`config.mk`:
```
export PLATFORM = sky130hd
export DESIGN_NAME = snm_spi_master
export DESIGN_NICKNAME = d
export VERILOG_FILES = /design/src/hw/snm_pkg.sv /design/src/hw/snm_spi_master.sv /design/src/hw/snm_sck_gen.sv
export VERILOG_INCLUDE_DIRS = /design/src /design/src/hw
export SDC_FILE = /design/constraint.sdc
export NUM_CORES = 1
export LEC_CHECK = 0
export ABC_CLOCK_PERIOD_IN_PS = 8300
export BUFFER_PORTS_ARGS = -buffer_cell sky130_fd_sc_hd__buf_4
export CAP_MARGIN = 40
export CORE_AREA = 2 2 79 81
export DETAILED_ROUTE_END_ITERATION = 12
export DIE_AREA = 0 0 81 83
export HOLD_SLACK_MARGIN = 0.15
export PLACE_DENSITY = 0.8
export SLEW_MARGIN = 30
export SYNTH_ARGS = -nofsm -noshare
export SYNTH_HDL_FRONTEND = slang
export SYNTH_HIERARCHICAL = 1
export SYNTH_SLANG_ARGS = --single-unit
```
`constraint.sdc`:
```
create_clock -name clk -period 8.3 [get_ports clk]
set_input_delay 0 -clock clk [delete_from_list [all_inputs] [get_ports clk]]
set_output_delay 0 -clock clk [all_outputs]
set_load 0.05 [all_outputs]
```
`src/hw/snm_defines.svh`:
```
`ifndef SNM_DEFINES_SVH
`define SNM_DEFINES_SVH

// system clock and serial clock rates
`define SNM_CLK_HZ 20000000
`define SNM_SCK_HZ 2500000
// system cycles per serial clock half period
`define SNM_HALF_CYC ((`SNM_CLK_HZ / `SNM_SCK_HZ) / 2)
// memory-type codes
`define SNM_MT_SPI 2'h0
`define SNM_MT_TW1 2'h1
`define SNM_MT_TW2 2'h2
// eeprom address bytes
`define SNM_EE_ADDR_BYTES 2
// idle serial clocks sent while deselected after reset
`define SNM_RESYNC_BITS 8

`endif

```
`src/hw/snm_pkg.sv`:
```
package snm_pkg;
  typedef enum {
    SNM_IDLE,
    SNM_RESYNC,
    SNM_SELECT,
    SNM_SHIFT,
    SNM_DESELECT
  } snm_state_t;

  typedef enum logic [0:0] {
    SNM_TGT_EEPROM = 1'b0,
    SNM_TGT_FLASH = 1'b1
  } snm_target_t;
endpackage

```
`src/hw/snm_spi_master.sv`:
```
// Behaviour
// - device is always the sole master
// - no arbitration; device alone drives clock/selects
// - two slaves: eeprom and flash selects
// - eeprom addresses sent as two bytes
// - mode 0, clock idles low
// - sample rising edge, change on falling
// - serial clock runs at 2.5 MHz
// - selects, clock, mosi out; miso in
// - at most one memory active at once
// - resynchronise interface after reset
// - reconstructed lost data rewritten fresh
// - memory-type code selects interface path
`timescale 1ns/10ps
`include "snm_defines.svh"

module snm_spi_master
  import snm_pkg::*;
#(
  parameter int ADDR_BYTES = `SNM_EE_ADDR_BYTES,
  parameter int RESYNC_BITS = `SNM_RESYNC_BITS
)
(
  input wire logic clk,
  input wire logic rst,
  input wire logic clkEn,
  input wire logic [1:0] memType,
  input wire logic startReq,
  input wire logic startFlash,
  input wire logic [7:0] txByte,
  input wire logic txLast,
  input wire logic miso,
  input wire logic flashSelectShared_in,
  output logic byteReq,
  output logic [7:0] rxByte,
  output logic rxValid,
  output logic busy,
  output logic sck,
  output logic mosi,
  output logic eepromSelect_n,
  output logic flashSelectShared_n,
  output logic flashSelectShared_oe_n,
  output logic spiPathActive
);
  // ----------------------------------------------------------------
  // input synchronisers
  // ----------------------------------------------------------------
  logic misoMeta;
  logic misoSync;
  // shared pin readback resets high, the level of its pull-up
  logic sharedMeta;
  logic sharedSync;

  always_ff @(posedge clk)
  begin
    if (rst)
    begin
      misoMeta <= 1'b0;
      misoSync <= 1'b0;
      sharedMeta <= 1'b1;
      sharedSync <= 1'b1;
    end
    else if (clkEn)
    begin
      misoMeta <= miso;
      misoSync <= misoMeta;
      sharedMeta <= flashSelectShared_in;
      sharedSync <= sharedMeta;
    end
  end

  // ----------------------------------------------------------------
  // serial clock
  // ----------------------------------------------------------------
  logic sckRun;
  logic sckLevel;
  logic riseTick;
  logic fallTick;

  // ticks time both the pin and the shift register
  // 2.5 MHz clock
  snm_sck_gen u_sck
  (
    .clk(clk),
    .rst(rst),
    .clkEn(clkEn),
    .run(sckRun),
    .sckLevel(sckLevel),
    .riseTick(riseTick),
    .fallTick(fallTick)
  );

  // ----------------------------------------------------------------
  // transfer sequencer
  // ----------------------------------------------------------------
  snm_state_t state;
  snm_state_t next_state;
  snm_target_t target;
  snm_target_t next_target;
  logic [7:0] shiftOut;
  logic [7:0] next_shiftOut;
  logic [7:0] shiftIn;
  logic [7:0] next_shiftIn;
  logic [3:0] bitCount;
  logic [3:0] next_bitCount;
  logic lastByte;
  logic next_lastByte;
  logic next_byteReq;
  logic [7:0] next_rxByte;
  logic next_rxValid;
  logic next_mosi;
  logic next_eepromSelect_n;
  logic next_flashSelectShared_n;
  logic next_flashSelectShared_oe_n;
  logic next_spiPathActive;
  logic spiSelected;
  logic next_sck;
  logic next_busy;

  // only code zero routes to this path
  assign spiSelected = (memType == `SNM_MT_SPI);
  assign sckRun = (state == SNM_SHIFT) || (state == SNM_RESYNC);

  always_comb
  begin
    next_state = state;
    next_target = target;
    next_shiftOut = shiftOut;
    next_shiftIn = shiftIn;
    next_bitCount = bitCount;
    next_lastByte = lastByte;
    next_byteReq = 1'b0;
    next_rxByte = rxByte;
    next_rxValid = 1'b0;
    next_mosi = mosi;
    next_eepromSelect_n = 1'b1;
    next_flashSelectShared_n = 1'b1;
    next_flashSelectShared_oe_n = 1'b1;
    next_spiPathActive = spiSelected;
    case (state)
      SNM_RESYNC:
      begin
        // deselected clocks flush a partial byte
        // both selects stay high, so no slave latches these bits
        next_mosi = 1'b0;
        if (!spiSelected)
        begin
          next_state = SNM_IDLE;
        end
        else if (fallTick)
        begin
          if (bitCount == 4'(RESYNC_BITS - 1))
          begin
            next_state = SNM_IDLE;
            next_bitCount = 4'h0;
          end
          else
          begin
            next_bitCount = bitCount + 4'h1;
          end
        end
      end
      SNM_IDLE:
      begin
        // a fresh start re-sends whole data
        // shared pin stays released off path
        // start ignored unless the spi path is chosen
        if (startReq && spiSelected)
        begin
          next_target = startFlash ? SNM_TGT_FLASH : SNM_TGT_EEPROM;
          next_shiftOut = txByte;
          next_lastByte = txLast;
          next_bitCount = 4'h0;
          next_state = SNM_SELECT;
        end
      end
      SNM_SELECT:
      begin
        // four cycles (HALF_CYC) of mosi setup ahead of the first rise
        // msb ready before first rising edge
        next_mosi = shiftOut[7];
        next_state = SNM_SHIFT;
      end
      SNM_SHIFT:
      begin
        if (riseTick)
        begin
          next_shiftIn = {shiftIn[6:0], misoSync};
        end
        if (fallTick)
        begin
          if (bitCount == 4'h7)
          begin
            next_bitCount = 4'h0;
            next_rxByte = shiftIn;
            next_rxValid = 1'b1;
            // caller supplies command, two address bytes, data
            if (lastByte)
            begin
              next_state = SNM_DESELECT;
            end
            else
            begin
              next_shiftOut = txByte;
              next_lastByte = txLast;
              next_mosi = txByte[7];
              next_byteReq = 1'b1;
            end
          end
          else
          begin
            next_bitCount = bitCount + 4'h1;
            next_shiftOut = {shiftOut[6:0], 1'b0};
            next_mosi = shiftOut[6];
          end
        end
      end
      SNM_DESELECT:
      begin
        // last byte done; select still low for this one cycle
        // select rising starts slave write
        next_mosi = 1'b0;
        next_state = SNM_IDLE;
      end
      default:
      begin
        next_state = SNM_IDLE;
      end
    endcase
    // pin copies the level the ticks lead to
    // so mosi and sck move on the same system edge
    next_sck = sckRun & (sckLevel ^ (riseTick | fallTick));
    next_busy = (next_state != SNM_IDLE);
    // exactly one select for whole transfer
    // two slaves only
    // held through deselect so sck is low before select rises
    if (next_state == SNM_SELECT || next_state == SNM_SHIFT ||
        next_state == SNM_DESELECT)
    begin
      if (next_target == SNM_TGT_FLASH)
      begin
        next_flashSelectShared_n = 1'b0;
        next_flashSelectShared_oe_n = 1'b0;
      end
      else
      begin
        next_eepromSelect_n = 1'b0;
      end
    end
    else if (spiSelected)
    begin
      // drive shared select high while on spi path
      next_flashSelectShared_oe_n = 1'b0;
    end
  end

  // ----------------------------------------------------------------
  // output registers
  // ----------------------------------------------------------------
  // master only; no arbitration
  always_ff @(posedge clk)
  begin
    if (rst)
    begin
      state <= SNM_RESYNC;
      target <= SNM_TGT_EEPROM;
      shiftOut <= 8'h00;
      shiftIn <= 8'h00;
      bitCount <= 4'h0;
      lastByte <= 1'b0;
      byteReq <= 1'b0;
      rxByte <= 8'h00;
      rxValid <= 1'b0;
      busy <= 1'b1;
      sck <= 1'b0;
      mosi <= 1'b0;
      eepromSelect_n <= 1'b1;
      flashSelectShared_n <= 1'b1;
      flashSelectShared_oe_n <= 1'b1;
      spiPathActive <= 1'b0;
    end
    else if (clkEn)
    begin
      state <= next_state;
      target <= next_target;
      shiftOut <= next_shiftOut;
      shiftIn <= next_shiftIn;
      bitCount <= next_bitCount;
      lastByte <= next_lastByte;
      byteReq <= next_byteReq;
      rxByte <= next_rxByte;
      rxValid <= next_rxValid;
      busy <= next_busy;
      sck <= next_sck;
      mosi <= next_mosi;
      eepromSelect_n <= next_eepromSelect_n;
      flashSelectShared_n <= next_flashSelectShared_n;
      flashSelectShared_oe_n <= next_flashSelectShared_oe_n;
      spiPathActive <= next_spiPathActive & sharedSync | next_spiPathActive;
    end
  end
endmodule

```
`src/hw/snm_sck_gen.sv`:
```
`timescale 1ns/10ps
`include "snm_defines.svh"

// ----------------------------------------------------------------
// serial clock phase generator
// ----------------------------------------------------------------
// pulses riseTick/fallTick alternately while run is high; sck is
// low whenever run is low so the line idles low between frames
module snm_sck_gen
  import snm_pkg::*;
#(
  parameter int HALF_CYC = `SNM_HALF_CYC
)
(
  input wire logic clk,
  input wire logic rst,
  input wire logic clkEn,
  input wire logic run,
  output logic sckLevel,
  output logic riseTick,
  output logic fallTick
);
  logic [7:0] count;
  logic [7:0] next_count;
  logic next_sckLevel;

  always_comb
  begin
    next_count = count;
    next_sckLevel = sckLevel;
    riseTick = 1'b0;
    fallTick = 1'b0;
    if (!run)
    begin
      next_count = 8'h00;
      next_sckLevel = 1'b0;
    end
    else if (count == 8'(HALF_CYC - 1))
    begin
      next_count = 8'h00;
      next_sckLevel = ~sckLevel;
      riseTick = ~sckLevel;
      fallTick = sckLevel;
    end
    else
    begin
      next_count = count + 8'h01;
    end
  end

  always_ff @(posedge clk)
  begin
    if (rst)
    begin
      count <= 8'h00;
      sckLevel <= 1'b0;
    end
    else if (clkEn)
    begin
      count <= next_count;
      sckLevel <= next_sckLevel;
    end
  end
endmodule

```
==> results of run 1 <==
## critical path, cell delays in order, from the launching register on
cell and delay (ns):
dfxtp_1 0.34, nor4_4 0.41, nand4_1 0.32, nor2_1 0.49, and2_1 0.21, and3_1 0.20
and2_1 0.24, nand4_1 0.18, a211oi_4 0.59, nand3b_1 0.18, a21oi_1 0.17, dlygate4sd3_1 0.56
## registers in the layout, indices dropped and copies added, names as in the netlist, 4 cells and up
signal / flops
rxByte: 8
shiftOut: 8
bitCount: 4
shiftIn: 8
u_sck/count: 8
state: 32
## final cells by class
type                    count  area (um^2)
fillers                   453         1700
multi-input cells         240         1670
flip-flops and latches     82         1640
repair buffers             59          508
clock buffers              10          138
well taps                  75         93.8
clock inverters             5         40.0
inverters                   9         33.8
## metrics by stage
stage	hold WS, ns	setup WS, ns
after detailed placement	0.254	4.62
after global placement	0.243	4.16
final	0.171	4.34
after floorplan	0.147	5.39
after global routing	0.173	4.07
after CTS	0.154	4.49
## path summary, 6_finish.rpt
path / startpoint / end / slack (ns) / cells past startpoint
min reg2reg: state[31]$_SDFFE_PP0P_ / state[31]$_SDFFE_PP0P_ / 0.47 / 1
min: memType[1] / spiPathActive$_SDFFE_PP0P_ / 0.17 / 4
max reg2reg: state[10]$_SDFFE_PP0P_ / shiftOut[0]$_SDFFE_PP0P_ / 4.34 / 11
max: state[10]$_SDFFE_PP0P_ / shiftOut[0]$_SDFFE_PP0P_ / 4.34 / 11
## metal layers
metal / share of wire (%) / global-route usage, % / wire [um] / vias up
met1: 47 / 29.1 / 3170 / 1237
met5: 0 / 0 / 0 / -
met3: 3.5 / 5.00 / 235 / 16
met2: 47 / 34.5 / 3200 / 49
met4: 2.5 / 9.24 / 171 / 0
li1: - / - / - / 1330
## cells in the final DEF (no fill, tap or decap), types with 2 or more instances in the layout
master and n:
a21oi_1 20, and2_1 32, and3_1 2, buf_4 34, buf_6 2, clkbuf_8 10, clkinvlp_4 3, dfxtp_1 82
dlygate4sd3_1 23, ha_1 3, inv_1 9, mux2i_1 32, nand2_1 18, nand2b_1 3, nand3_1 7, nand3b_1 3
nand4_1 8, nand4b_1 2, nor2_1 37, nor2b_1 2, nor3_1 7, nor4_1 5, nor4_4 4, nor4b_4 3
o211ai_1 3, o21ai_0 19, or3_1 3, xnor2_1 2, xor2_1 3
## what timing repair did
item	CTS	global route
hold endpoints to repair	43	0
gates resized for setup	0	0
hold buffers	23	0
## cells by family after synthesis
| family | after synthesis | share of synthesized area [%] |
|---|---|---|
| compound gates | 58 | 10.8 |
| xor+xnor | 5 | 1.27 |
| fa+ha+maj | 3 | 1.09 |
| buf+inv | 28 | 4.21 |
| flops | 82 | 47.6 |
| mux | 32 | 9.29 |
| simple gates | 142 | 25.7 |
## power by group
| part | leakage [nW] | switching (mW) | internal, mW |
|---|---|---|---|
| logic | 0.846 | 0.0267 | 0.0238 |
| clock network | 0.0810 | 0.142 | 0.117 |
| registers | 0.662 | 0.00476 | 0.397 |
==> impl_metrics.ini, run 1 <==
[final_layout]
drive_above_1_share_pct = 16.3
final_util_pct = 70.8
diodes = 0
stdcell_area_um2 = 4120
final_cells = 480
final_nets = 422
syn2layout_area_growth_pct = 19.4

[job]
maxCapViolations = 0

[timing]
drv_slew = 0
rsz0062_at_grt = false
worst_pin_slew_ns = 0.661
relSlewSlack_pct = 55.8
setup_tns_ns = 0
period_needed_ns = 3.96
clock_skew_ns = 0.00493
finalSetupViolCount = 0
fin_crit_sh_pct = 47.7
hold_viol_final = 0
fmax_mhz = 253

[pwr]
power_density_nw_per_um2 = 173
p_total_mw = 0.711
ir_worst_vdd_mv = 0.138
p_leak_nw = 1.59

[synth]
synth_top_area_cell = dfxtp_1
synth_area_leaders = dfxtp_1 48%, mux2i_1 9.3%, and2_1 5.8%
synthArstFlopShare_pct = 0
ys_seq_elements = 82
seq_area_frac_synth_pct = 47.6
synth-edff-count = 0
syn_area_per_cell_um2 = 9.86
netlist.area_leader.share_pct = 47.6
synth-main-ff-cell = dfxtp_1
ys_types = 49
yosysWarnings = 6
synth_fp_nets = 371
synth_commonest_cells = 82 x dfxtp_1, 38 x nor2_1, 32 x and2_1, 32 x mux2i_1, 20 x a21oi_1
synth.most_common_cell = dfxtp_1
syn_inst = 350
syn-cell-area_um2 = 3450

[floorplanning]
initial_core_util_pct = 59.3
fp-row-count = 28
die_w_um = 81
die_area_um2 = 6720
dieHeight_um = 83
io_pins = 35
core_area_um2 = 5820

[clocking]
cts.sinks = 82
path_clk_slew_ns = 0.08
cts-root-buf = clkbuf_8
clock_latency_ns = 0.35
cts_tree = built
cts.path.max_buffers = 2
cts_max_level = 3
cts_setup_buffers = 0
cts_buffers = 9

[status]
outcome = complete, no violations

[routing]
antenna_left = 0
dr.first_iter.drc_count = 193
via_per_inst = 5.48
drt-pass1-iter-count = 4
vias = 2632
drc = 0
wirelength_mm = 6.78
routedWlPerCell_um = 14.1

[placed_design]
port_buffers = 33
post-dp-hpwl_mm = 4.29
place_congestion = 0.821
place_inst = 440
dpl_cell_area_um2 = 3690

[worst_setup_path]
path_max_fanout = 16
cp-start-kind = register
crit_type = register to register
endpoint_kind = register
arrival_ns = 4.25
cp.required_ns = 8.59

[min_path]
hold_path.class = input pin to register

[global_route]
grt_pass1_vias = 2586
grt_first_pass_wirelength_mm = 11.8
overflow = 0
grt_max_degree = 41
antenna_found_initial = 0
grtUsageTotal_pct = 22.1
No activity file was read; power rests on OpenSTA's default activity.
==> inputs of run 2 (changes only) <==
--- a/config.mk
+++ b/config.mk
@@ -6,14 +6,14 @@
 export SDC_FILE = /design/constraint.sdc
 export NUM_CORES = 1
 export LEC_CHECK = 0
-export ABC_CLOCK_PERIOD_IN_PS = 8300
+export ABC_CLOCK_PERIOD_IN_PS = 3790
 export BUFFER_PORTS_ARGS = -buffer_cell sky130_fd_sc_hd__buf_4
 export CAP_MARGIN = 40
-export CORE_AREA = 2 2 79 81
+export CORE_AREA = 2 2 81 83
 export DETAILED_ROUTE_END_ITERATION = 12
-export DIE_AREA = 0 0 81 83
+export DIE_AREA = 0 0 83 85
 export HOLD_SLACK_MARGIN = 0.15
-export PLACE_DENSITY = 0.8
+export PLACE_DENSITY = 0.76
 export SLEW_MARGIN = 30
 export SYNTH_ARGS = -nofsm -noshare
 export SYNTH_HDL_FRONTEND = slang
==> constraint.sdc (replaced) <==
create_clock -name clk -period 3.79 [get_ports clk]
set_input_delay 0 -clock clk [delete_from_list [all_inputs] [get_ports clk]]
set_output_delay 0 -clock clk [all_outputs]
set_load 0.05 [all_outputs]
==> run 2 against run 1 <==
Net effect: design area grew 1.3%; register-to-register slack got worse by 4.0 ns; routed wire length decreased by 1.6%; combinational power is 120% higher; count of clock-buffer cells in the layout is 1 lower; clock skew up 0.0042 ns; non-clock buffer count is 4 higher; critical path depth rose by 2; sequential power grew 120%; utilization fell by 3.6 points; global-route usage shrank 2.2 points; largest power group unchanged.
==> impl_metrics.ini, run 2 (synthesized netlist as in run 1, its figures left out) <==
[placed_design]
post-dp-hpwl_mm = 4.31
port_buffers = 33
place_congestion = 0.815
dpl_cell_area_um2 = 3710

[clocking]
cts_buffers = 9
cts-root-buf = clkbuf_8
cts.path.max_buffers = 2
cts_max_level = 3
cts_tree = built
cts_resized = 0
path_clk_slew_ns = 0.09
cts.sinks = 82
clock_latency_ns = 0.35

[routing]
via_per_inst = 5.37
routedWlPerCell_um = 13.7
drc = 0
wirelength_mm = 6.67
antenna_left = 0
drt-pass1-iter-count = 4
dr.first_iter.drc_count = 105
vias = 2616

[status]
outcome = complete, no violations

[worst_setup_path]
endpoint_kind = register
path_max_fanout = 8
crit_type = register to register
cp-start-kind = register
cp.required_ns = 4.03
r2r_setup_slack_ns = 0.38
arrival_ns = 3.65

[job]
maxCapViolations = 0

[global_route]
grt_pass1_vias = 2600
overflow = 0
grtUsageTotal_pct = 19.9
grt_first_pass_wirelength_mm = 11.6
grt_max_degree = 41
antenna_found_initial = 0

[timing]
whs_ns = 0.464
fin_crit_sh_pct = 89.9
relSlewSlack_pct = 54.6
period_needed_ns = 3.41
finalSetupViolCount = 0
fmax_mhz = 293
clock_skew_ns = 0.00912
drv_slew = 0
rsz0062_at_grt = false
worst_pin_slew_ns = 0.678
setup_tns_ns = 0
hold_viol_final = 0

[final_layout]
final_cell_mix = 82 x dfxtp_1, 38 x buf_4, 37 x nor2_1
largest_register_ffs = 32
stdcell_area_um2 = 4170
layout.cells.most_common = dfxtp_1
final_nets = 426
multi_input_area_um2 = 1670
drive_above_1_share_pct = 17.1
diodes = 0
n_fill_cell = 489
syn2layout_area_growth_pct = 21.0
seq_area_um2 = 1640
top_register = state

[min_path]
hold_path.class = register to register

[floorplanning]
die_w_um = 83
fp-row-count = 29
io_pins = 35
dieHeight_um = 85
core_area_um2 = 6200
initial_core_util_pct = 55.6
die_area_um2 = 7060

[pwr]
ir_worst_vdd_mv = 0.392
power_density_nw_per_um2 = 389
p_leak_nw = 1.62
-- run 2: worst paths after layout --
path                           from                    end  cells after the start
min           state[3]$_SDFFE_PP0P_  state[3]$_SDFFE_PP0P_                      1
max          state[18]$_SDFFE_PP0P_  state[1]$_SDFFE_PP0P_                     13
min reg2reg   state[3]$_SDFFE_PP0P_  state[3]$_SDFFE_PP0P_                      1
max reg2reg  state[18]$_SDFFE_PP0P_  state[1]$_SDFFE_PP0P_                     13
-- run 2: timing repair --
| action | in CTS | in global routing |
|---|---|---|
| setup buffers | 0 | 2 |
| hold buffers | 24 | 0 |
| hold endpoints to repair | 44 | 0 |
| endpoints found under the setup margin | 0 | 1 |
-- run 2: power breakdown --
group | internal (mW) | leakage (nW) | switching (mW)
registers | 0.870 | 0.662 | 0.0101
clock network | 0.309 | 0.0962 | 0.326
logic | 0.0530 | 0.865 | 0.0580
-- run 2: critical path, cell delays in order (launching register included) --
cell and delay, ns:
dfxtp_1 0.34, nor4_4 0.37, nand4_1 0.31, nor2_1 0.17, buf_4 0.17, and2_1 0.15
and3_1 0.21, and2_1 0.23, nand4b_1 0.27, o21ai_0 0.24, nand2_1 0.08, nand2_1 0.10
a221oi_1 0.08, dlygate4sd3_1 0.58
-- run 2: layout make-up --
type | count | area share (%)
Inverter | 9 | 0.809
Sequential cell | 82 | 39.3
Tap cell | 77 | 2.31
Timing Repair Buffer | 63 | 12.9
Clock inverter | 7 | 1.83
Multi-Input combinational cell | 240 | 39.9
Clock buffer | 9 | 2.97
-- run 2: routing by layer --
layer | vias to the layer above | wire [um] | GRT usage, % | share of wire [%]
li1 | 1340 | - | - | -
met1 | 1229 | 3120 | 24.5 | 47
met2 | 38 | 3220 | 33.9 | 48
met3 | 9 | 242 | 5.35 | 3.6
met4 | 0 | 85 | 6.71 | 1.3
met5 | - | 0 | 0 | 0
-- run 2: stage by stage --
stage | worst slack (ns) | std cells | util, % | power [mW]
floorplan | 0.877 | 350 | - | 0.965
global placement | 0.676 | 444 | 59.7 | 0.990
CTS | 0.128 | 484 | 66.8 | 1.64
finish | 0.382 | 487 | 67.3 | 1.63
detailed placement | 0.557 | 444 | 59.7 | 0.992
global route | 0.0640 | 487 | 67.3 | 1.68
